`config.mk`:
```
export PLATFORM = sky130hd
export DESIGN_NAME = tae_timer
export DESIGN_NICKNAME = d
export VERILOG_FILES = /design/src/hdl/tae_pkg.sv /design/src/hdl/tae_sync.sv /design/src/hdl/tae_timer.sv
export SDC_FILE = /design/constraint.sdc
export NUM_CORES = 1
export LEC_CHECK = 0
export BUFFER_PORTS_ARGS = -buffer_cell sky130_fd_sc_hd__buf_2
export CAP_MARGIN = 20
export CORE_ASPECT_RATIO = 1.25
export CORE_UTILIZATION = 52
export CTS_CLUSTER_DIAMETER = 30
export DETAILED_ROUTE_END_ITERATION = 16
export PLACE_DENSITY = 0.76
export SLEW_MARGIN = 20
export SYNTH_ARGS = -nofsm -noshare
export SYNTH_HDL_FRONTEND = slang
export SYNTH_SLANG_ARGS = --single-unit
```
`constraint.sdc`:
```
create_clock -name clk_in -period 3.1 [get_ports clk_in]
set_input_delay 0.155 -clock clk_in [delete_from_list [all_inputs] [get_ports clk_in]]
set_output_delay 0.155 -clock clk_in [all_outputs]
set_load 0.1 [all_outputs]
```
`src/hdl/tae_pkg.sv`:
```
// Overview of operation
// - eight channels, 2-bit mode field bits 0-1
// - mode bits select timer, event, one-shot, PWM; one-shot and PWM never count here
// - timer mode counts f1, f8, f32 or subclock
// - timer mode counts down, reloads on underflow
// - timer underflow rate is source over n+1
// - start flag one counts, zero halts
// - timer mode requests interrupt on underflow
// - reading timer register returns current count
// - write while stopped loads reload and counter
// - write while running loads reload only
// - gate option lets input pin level pause counting
// - pulse output toggles out pin on underflow
// - channels 2,3,4,7 also two-phase; others single; here only flagged, every channel counts single-phase
// - event source is input edge or timer overflow
// - direction from software or out pin level
// - event mode reloads on overflow or underflow
// - up count rate is events over FFFF-n+1
// - down count rate is events over n+1
// - event mode interrupts on overflow and underflow
// - free-run wraps without reloading
// - pulse output toggles on overflow and underflow
package tae_pkg;
    // ==========================================================
    // widths and constants
    localparam int TAE_WIDTH = 16;
    localparam int TAE_CHANNELS = 8;
    localparam logic [15:0] TAE_CNT_MAX = 16'hFFFF;
    localparam logic [15:0] TAE_CNT_MIN = 16'h0000;
    localparam logic [15:0] TAE_CNT_RESET = 16'h0000;
    localparam int TAE_MODE_LSB = 0;
    localparam int TAE_MODE_MSB = 1;
    localparam logic [4:0] TAE_DIV8_LAST = 5'h07;
    localparam logic [4:0] TAE_DIV32_LAST = 5'h1F;
    // bit mask of channels with two-phase capability (2,3,4,7)
    localparam logic [7:0] TAE_TWO_PHASE_MASK = 8'h9C;

    // ==========================================================
    // mode field encoding
    typedef enum logic [1:0] {
        TAE_MODE_TIMER = 2'h0,
        TAE_MODE_EVENT = 2'h1,
        TAE_MODE_ONESHOT = 2'h2,
        TAE_MODE_PWM = 2'h3
    } tae_mode_t;

    // internal clock choice in timer mode
    typedef enum logic [1:0] {
        TAE_SRC_DIV1 = 2'h0,
        TAE_SRC_DIV8 = 2'h1,
        TAE_SRC_DIV32 = 2'h2,
        TAE_SRC_SUB32 = 2'h3
    } tae_clk_sel_t;

    // event source choice in event mode
    typedef enum logic [2:0] {
        TAE_EV_PIN = 3'h0,
        TAE_EV_TIMER_TWO = 3'h1,
        TAE_EV_TIMER_FIVE = 3'h2,
        TAE_EV_NEIGHBOR_J = 3'h3,
        TAE_EV_NEIGHBOR_K = 3'h4
    } tae_ev_sel_t;

    // configuration bundle from software
    typedef struct packed {
        logic [7:0] mode_reg;      // bits 1:0 are the mode field
        tae_clk_sel_t clk_sel;
        tae_ev_sel_t ev_sel;
        logic ev_falling;          // 1: count falling edges of the input pin
        logic dir_from_pin;        // 1: direction from out pin level
        logic dir_up_sw;           // software direction, 1 = up
        logic gate_en;
        logic gate_level;          // input level that allows counting
        logic pulse_en;
        logic free_run;
    } tae_cfg_t;

    // overflow strobes from other timers
    typedef struct packed {
        logic input_timer_two;
        logic input_timer_five;
        logic neighbor_timer_j;
        logic neighbor_timer_k;
    } tae_ovf_t;

    // software write port of the timer register
    typedef struct packed {
        logic we;
        logic [15:0] data;
    } tae_wr_t;
endpackage : tae_pkg

```
`src/hdl/tae_sync.sv`:
```
`timescale 1ns/10ps
`default_nettype none
// two-flop synchroniser with a registered edge detector
module tae_sync (
    input wire logic clk_in,
    input wire logic rst_n_in,
    input wire logic async_in,
    output logic level_out,
    output logic rise_out,
    output logic fall_out
);
    import tae_pkg::*;

    // ==========================================================
    // state
    typedef struct packed {
        logic s1;     // first stage, seen only by s2
        logic s2;
        logic s3;
    } tae_sync_st_t;

    tae_sync_st_t st_q;
    tae_sync_st_t st_d;

    // next state
    always_comb begin
        st_d = st_q;
        st_d.s1 = async_in;
        st_d.s2 = st_q.s1;
        st_d.s3 = st_q.s2;
    end

    // registers
    always_ff @(posedge clk_in or negedge rst_n_in) begin
        if (!rst_n_in) begin
            st_q <= '0;
        end else begin
            st_q <= st_d;
        end
    end

    assign level_out = st_q.s2;
    assign rise_out = st_q.s2 & ~st_q.s3;
    assign fall_out = ~st_q.s2 & st_q.s3;
endmodule : tae_sync
`default_nettype wire

```
`src/hdl/tae_timer.sv`:
```
`timescale 1ns/10ps
`default_nettype none
// one 16-bit timer channel in timer or single-phase event counter mode
module tae_timer #(
    parameter int CHANNEL = 0,                 // channel number 0..7
    parameter int WIDTH = tae_pkg::TAE_WIDTH
) (
    input wire logic clk_in,
    input wire logic rst_n_in,
    input wire tae_pkg::tae_cfg_t cfg_in,      // mode and option bits
    input wire logic start_in,                 // count start flag
    input wire tae_pkg::tae_wr_t wr_in,        // timer register write
    input wire logic subclk_div32_in,          // one-cycle subclock tick
    input wire tae_pkg::tae_ovf_t ovf_in,      // overflow strobes of other timers
    input wire logic timer_in_pin_in,          // gate or count input
    input wire logic timer_out_pin_in,         // direction input level
    output logic [WIDTH-1:0] count_out,        // timer register read value
    output logic [WIDTH-1:0] reload_out,       // reload register
    output logic irq_out,                      // one-cycle interrupt request
    output logic timer_out_pin_out,            // pulse output level
    output logic timer_out_pin_oe_out,         // high while driving out pin
    output logic in_pin_busy_out,              // input pin owned by timer
    output logic out_pin_busy_out,             // out pin owned by timer
    output logic two_phase_cap_out,            // channel can count two-phase
    output logic active_out                    // counting is enabled
);
    import tae_pkg::*;

    // ==========================================================
    // channel state
    typedef struct packed {
        logic [WIDTH-1:0] cnt;
        logic [WIDTH-1:0] reload;
        logic [4:0] pre;          // prescaler for clk_div8 and clk_div32
        logic irq;
        logic pout;
        logic pin_oe;
        logic in_busy;
        logic out_busy;
        logic cap;
        logic active;
    } tae_ch_st_t;

    tae_ch_st_t st_q;
    tae_ch_st_t st_d;

    // synchronised pin views
    logic in_level;
    logic in_rise;
    logic in_fall;
    logic dir_level;

    // ==========================================================
    // pin synchronisers
    tae_sync u_sync_in (
        .clk_in(clk_in),
        .rst_n_in(rst_n_in),
        .async_in(timer_in_pin_in),
        .level_out(in_level),
        .rise_out(in_rise),
        .fall_out(in_fall)
    );

    tae_sync u_sync_dir (
        .clk_in(clk_in),
        .rst_n_in(rst_n_in),
        .async_in(timer_out_pin_in),
        .level_out(dir_level),
        .rise_out(),
        .fall_out()
    );

    // ==========================================================
    // helpers
    // mode field lives in bits 1:0 of the mode register
    function automatic tae_mode_t mode_of(input logic [7:0] mreg);
        mode_of = tae_mode_t'(mreg[TAE_MODE_MSB:TAE_MODE_LSB]);
    endfunction : mode_of

    tae_mode_t mode;
    logic is_timer;
    logic is_event;
    logic tick_div1;
    logic tick_div8;
    logic tick_div32;
    logic src_tick;
    logic ev_tick;
    logic gate_ok;
    logic step;
    logic dir_up;
    logic wrap;

    // ==========================================================
    // count qualification
    always_comb begin
        mode = mode_of(cfg_in.mode_reg);
        is_timer = (mode == TAE_MODE_TIMER);
        is_event = (mode == TAE_MODE_EVENT);
        // internal count sources from the system clock prescaler
        tick_div1 = 1'b1;
        tick_div8 = (st_q.pre[2:0] == TAE_DIV8_LAST[2:0]);
        tick_div32 = (st_q.pre == TAE_DIV32_LAST);
        unique case (cfg_in.clk_sel)
            TAE_SRC_DIV1: src_tick = tick_div1;
            TAE_SRC_DIV8: src_tick = tick_div8;
            TAE_SRC_DIV32: src_tick = tick_div32;
            TAE_SRC_SUB32: src_tick = subclk_div32_in;
        endcase
        // event source: pin edge or another timer overflow
        unique case (cfg_in.ev_sel)
            TAE_EV_PIN: ev_tick = cfg_in.ev_falling ? in_fall : in_rise;
            TAE_EV_TIMER_TWO: ev_tick = ovf_in.input_timer_two;
            TAE_EV_TIMER_FIVE: ev_tick = ovf_in.input_timer_five;
            TAE_EV_NEIGHBOR_J: ev_tick = ovf_in.neighbor_timer_j;
            TAE_EV_NEIGHBOR_K: ev_tick = ovf_in.neighbor_timer_k;
            default: ev_tick = 1'b0;
        endcase
        // gate pauses counting while the input pin is inactive
        gate_ok = !cfg_in.gate_en || (in_level == cfg_in.gate_level);
        // direction: timer mode always down
        dir_up = cfg_in.dir_from_pin ? dir_level : cfg_in.dir_up_sw;
        if (is_timer) begin
            step = start_in && src_tick && gate_ok;
        end else if (is_event) begin
            step = start_in && ev_tick;
        end else begin
            step = 1'b0;
        end
        // terminal count: underflow going down, overflow going up
        if (is_event && dir_up) begin
            wrap = step && (st_q.cnt == TAE_CNT_MAX[WIDTH-1:0]);
        end else begin
            wrap = step && (st_q.cnt == TAE_CNT_MIN[WIDTH-1:0]);
        end
    end

    // ==========================================================
    // next state
    always_comb begin
        st_d = st_q;
        st_d.pre = st_q.pre + 5'h01;
        st_d.irq = 1'b0;
        // software write to timer register
        if (wr_in.we) begin
            st_d.reload = wr_in.data[WIDTH-1:0];
        end
        // counting step
        if (step) begin
            if (wrap && !(is_event && cfg_in.free_run)) begin
                // reload takes the register, including a write pending now
                st_d.cnt = st_d.reload;
            end else if (is_event && dir_up) begin
                st_d.cnt = st_q.cnt + {{(WIDTH-1){1'b0}}, 1'b1};
            end else begin
                st_d.cnt = st_q.cnt - {{(WIDTH-1){1'b0}}, 1'b1};
            end
        end
        // a write while stopped goes to the counter too
        if (wr_in.we && !start_in) begin
            st_d.cnt = wr_in.data[WIDTH-1:0];
        end
        // interrupt and pulse output on every wrap
        if (wrap) begin
            st_d.irq = 1'b1;
            if (cfg_in.pulse_en) begin
                st_d.pout = ~st_q.pout;
            end
        end
        if (!cfg_in.pulse_en) begin
            st_d.pout = 1'b0;
        end
        // pin ownership
        st_d.in_busy = (is_timer && cfg_in.gate_en)
            || (is_event && cfg_in.ev_sel == TAE_EV_PIN);
        st_d.pin_oe = (is_timer || is_event) && cfg_in.pulse_en;
        st_d.out_busy = st_d.pin_oe || (is_event && cfg_in.dir_from_pin);
        st_d.cap = TAE_TWO_PHASE_MASK[CHANNEL];
        st_d.active = start_in && (is_timer || is_event);
    end

    // ==========================================================
    // registers
    always_ff @(posedge clk_in or negedge rst_n_in) begin
        if (!rst_n_in) begin
            st_q <= '0;
        end else begin
            st_q <= st_d;
        end
    end

    assign count_out = st_q.cnt;
    assign reload_out = st_q.reload;
    assign irq_out = st_q.irq;
    assign timer_out_pin_out = st_q.pout;
    assign timer_out_pin_oe_out = st_q.pin_oe;
    assign in_pin_busy_out = st_q.in_busy;
    assign out_pin_busy_out = st_q.out_busy;
    assign two_phase_cap_out = st_q.cap;
    assign active_out = st_q.active;
endmodule : tae_timer
`default_nettype wire

```
==> results.toml <==
[status]
outcome = "finished, final reports clean"

[critical_path]
setup.worst_path.start_class = "register"
worst_path_most_repeated_cell = "sky130_fd_sc_hd__mux2i_1"
critical_path.reg2reg.endpoint = "count_out[15]"
rr_startpoint = "u_sync_dir.level_out"
timing.critical_path.to_type = "register"
critical_path.max_stage_delay_ps = 350
setup.worst_path.start = "u_sync_dir.level_out"
worst_ep_required_time_ps = 3280
worstSetupPathType = "reg -> reg"
worst_r2r_path_depth = 11
slowest_stage = "sky130_fd_sc_hd__ha_1"
critical_path.top_delay_family = "compound AO/OA/AOI/OAI gates"
cp.depth = 11
cell_breakdown_of_the_critical_path = "mux2i_1 -> and2b_4 -> clkinvlp_4 -> ha_1 -> a211oi_1 -> o21ai_0 -> a311oi_2 -> nor3_1 -> o22ai_1 -> mux2i_1 -> nand3_1"
worstPathMaxFanout = 10
worstPathArrival_ps = 3070
critical_path.n_buffers_inverters = 1
cp-endpoint = "count_out[15]"
worst-r2r-setup-slack_ps = 210

[floorplan]
die_height_um = 89.53
top_level_ports = 86
std_cell_rows = 31
fp.coreArea_um2 = 5857
dieArea_um2 = 6448
floorplan.initialDensity_pct = 54.41
fp.dieW_um = 72.02

[drt]
num_vias = 2652
met3RoutedLength_um = 431
routed_wirelength_mm = 7.383
highest-signal-layer = "met4"
routedWlPerCell_um = 16.08
drc = 0
first_pass_iteration_count_of_the_detailed_router = 4
met2_wl_mm = 3.804
drt-initial-drc-count = 115
post_drt_via_cell_ratio = 5.778
postRouteAntennaNets = 0
m1WireLength_mm = 2.874

[final_layout]
syn_to_final_growth_pct = 11.15
post_layout_net_count = 441
num_antenna_cells = 0
sequential_cell_area_in_the_final_layout_um2 = 1201
final_area_um2 = 3542
layoutNonFillerInstCount = 459
final_layout_size_suffix_gt1_share_pct = 31.03
area_of_the_multi_input_gates_um2 = 1659
filler_cell_count = 523

[synth]
synth_top_cell_area_share_pct = 37.69
yosys.cell_types.count = 49
number_of_flops_mapped_to_enable_cells_by_yosys = 0
synth.cell_area_um2 = 3187
ys.flop_type = "sky130_fd_sc_hd__dfrtp_1"
sequential_fraction_of_the_synthesis_area_pct = 37.69
synthMostInstantiatedCell = "sky130_fd_sc_hd__dfrtp_1"
synth.yosys.warnings = 0
synthArstFlopShare_pct = 100.0
cell_taking_the_most_area_after_synthesis = "sky130_fd_sc_hd__dfrtp_1"
post_synth.cell_area_avg_um2 = 9.716
synth.top_cells.by_count = "sky130_fd_sc_hd__dfrtp_1 (48), sky130_fd_sc_hd__buf_4 (35), sky130_fd_sc_hd__nand2_1 (25)"
synth.area.top_cells = "sky130_fd_sc_hd__dfrtp_1 (38%), sky130_fd_sc_hd__buf_4 (8.2%), sky130_fd_sc_hd__ha_1 (6.7%)"
yosys_register_bits = 48
netlist_instances = 328
mappedNetlistNets = 393

[job]
cap_viol_max_count = 0

[placed_design]
post-place-cells = 448
numPortBuffers = 78
hpwlAfterDp_mm = 5.577
post-place-ws_ps = 200.8
finalWeightedCongestion = 0.8803
detailed_place.area_um2 = 3400

[sta]
max_transition_viols_final = 0
worst_pin_slew_ps = 750.9
largest_clock_skew_in_the_final_design_ps = 5.724
setup_viol_count_final = 0
finalHoldViolations = 0
fin_tns_setup_ps = 0
final.setup.worst_slack_ps = 210.7
fmax_ghz = 0.3461
period_needed_ps = 2889
rsz0062_at_grt = "no"
fin_crit_sh_pct = 93.20
max-slew-margin-rel_pct = 49.94

[pwr]
internal_power_mw = 1.323
power_density_nw_per_um2 = 774.5
power_frac_seq_pct = 29.8
clockPowerShare_pct = 14.0
static-leakage-power_nw = 1.677
switching_share_pct = 51.79
power.total_mw = 2.743
combPwrFrac_pct = 56.2
power_switching_mw = 1.421
peak_ir_drop_on_the_vdd_network_mv = 0.3970

[clock_network]
cts-root-to-sink-buffers = 2
cts_buffers = 5
clk_pin_slew_worst_paths_ps = 90
h-tree-depth = 2
cts_root_buffer = "sky130_fd_sc_hd__clkbuf_8"
clock_sink_count = 48
clk-insertion-delay-late_ps = 300
cts_tree = "done"

[global_route]
grt_pass1_vias = 2567
grt.total_usage_pct = 24.22
grt_antenna_before_repair = 0
grt_max_degree = 49
gr-total-overflow = 0
grt_pass1_wl_mm = 11.86

[worst_hold_path]
hold_path_class = "in -> reg"
==> metrics by stage <==
| stage | util, % | hold WS, ps |
|---|---|---|
| final | 60.48 | 76.79 |
| after global routing | 60.48 | 82.66 |
| after CTS | 59.97 | 76.04 |
| after detailed placement | 58.04 | 264.4 |
| after global placement | 58.04 | 263.6 |
| after floorplan | - | -140.6 |
==> cell families (layout without fill, tap and decap cells) <==
logic type	after synthesis	in the layout	synth area share [%]
AOI/OAI and AO/OA	73	73	15.43
muxes	27	27	9.266
and+or+nand+nor	94	94	15.12
xor gates and xnor gates	16	16	4.398
DFF	48	48	37.69
buffers and inverters	51	100	10.68
other	1	1	0.1177
adders and majority gates	18	18	7.303
==> sequential cells by signal, indices dropped and copies added, names as in the netlist <==
register              cells
out_pin_busy_out          1
irq_out                   1
u_sync_dir.level_out      1
u_sync_dir.st_d           1
u_sync_in.level_out       1
count_out                16
timer_out_pin_out         1
u_sync_in.st_q            1
in_pin_busy_out           1
active_out                1
st_q                      5
reload_out               16
timer_out_pin_oe_out      1
u_sync_in.st_d            1
==> placed cells by master, fill, tap and decap left out, drive strengths merged, types with 5 or more instances in the layout <==
cell     n
ha      17
clkbuf   6
nor2b    8
nor2    17
dfrtp   48
nand3    9
nor4     5
xnor2    7
and3     5
o211ai   7
mux2    17
nand2b   7
nor3     5
buf     83
mux2i   10
a21oi   18
xor2     9
o21ai   17
inv      5
nand4    5
nand2   25
==> worst min-delay path by stage <==
stage	startpoint	end	slack (ps)	depth (start not counted)
2_1_floorplan	rst_n_in	active_out	-140	0
3_3_place_gp	timer_out_pin_in	u_sync_dir.st_d[1]	260	1
4_1_cts	rst_n_in	reload_out[5]	80	1
6_report	wr_in[8]	count_out[8]	80	3
5_1_grt	wr_in[11]	count_out[11]	80	3
3_5_place_dp	timer_out_pin_in	u_sync_dir.st_d[1]	260	1
==> what timing repair did <==
action / 4_1_cts / 5_1_grt
hold endpoints to repair: 2 / 48
gates resized for setup: 0 / 3
setup endpoints to repair: 0 / 2
hold buffers: 2 / 1
setup buffers: 0 / 0
==> final cells by class <==
type,count,area share [%]
inverter,6,0.7418
clock inverter,2,0.2826
timing repair buffer,86,13.00
sequential,48,33.91
multi-input combinational,229,46.84
clock buffer,6,2.331
tap,82,2.896
==> metal layers <==
metal  up-vias  GRT usage [%]
li1       1244              -
met1      1292          27.60
met2        97          43.40
met3        19          4.059
met4         0          13.19
met5         -              0
==> power groups by stage <==
| stage | clock network (mW) | logic, mW | registers, mW |
|---|---|---|---|
| after CTS | 0.393 | 1.52 | 0.817 |
| final | 0.384 | 1.54 | 0.818 |
| after detailed placement | 0 | 1.51 | 0.830 |
| after global routing | 0.418 | 1.66 | 0.830 |
| after floorplan | 0 | 1.35 | 0.811 |
| after global placement | 0 | 1.49 | 0.826 |
==> tightest hold or removal path: cells and delay by family <==
family	cells	cell delay, ps
AOI/OAI and AO/OA	2	110
buffers and inverters	1	90
No activity file was read; power rests on OpenSTA's default activity.
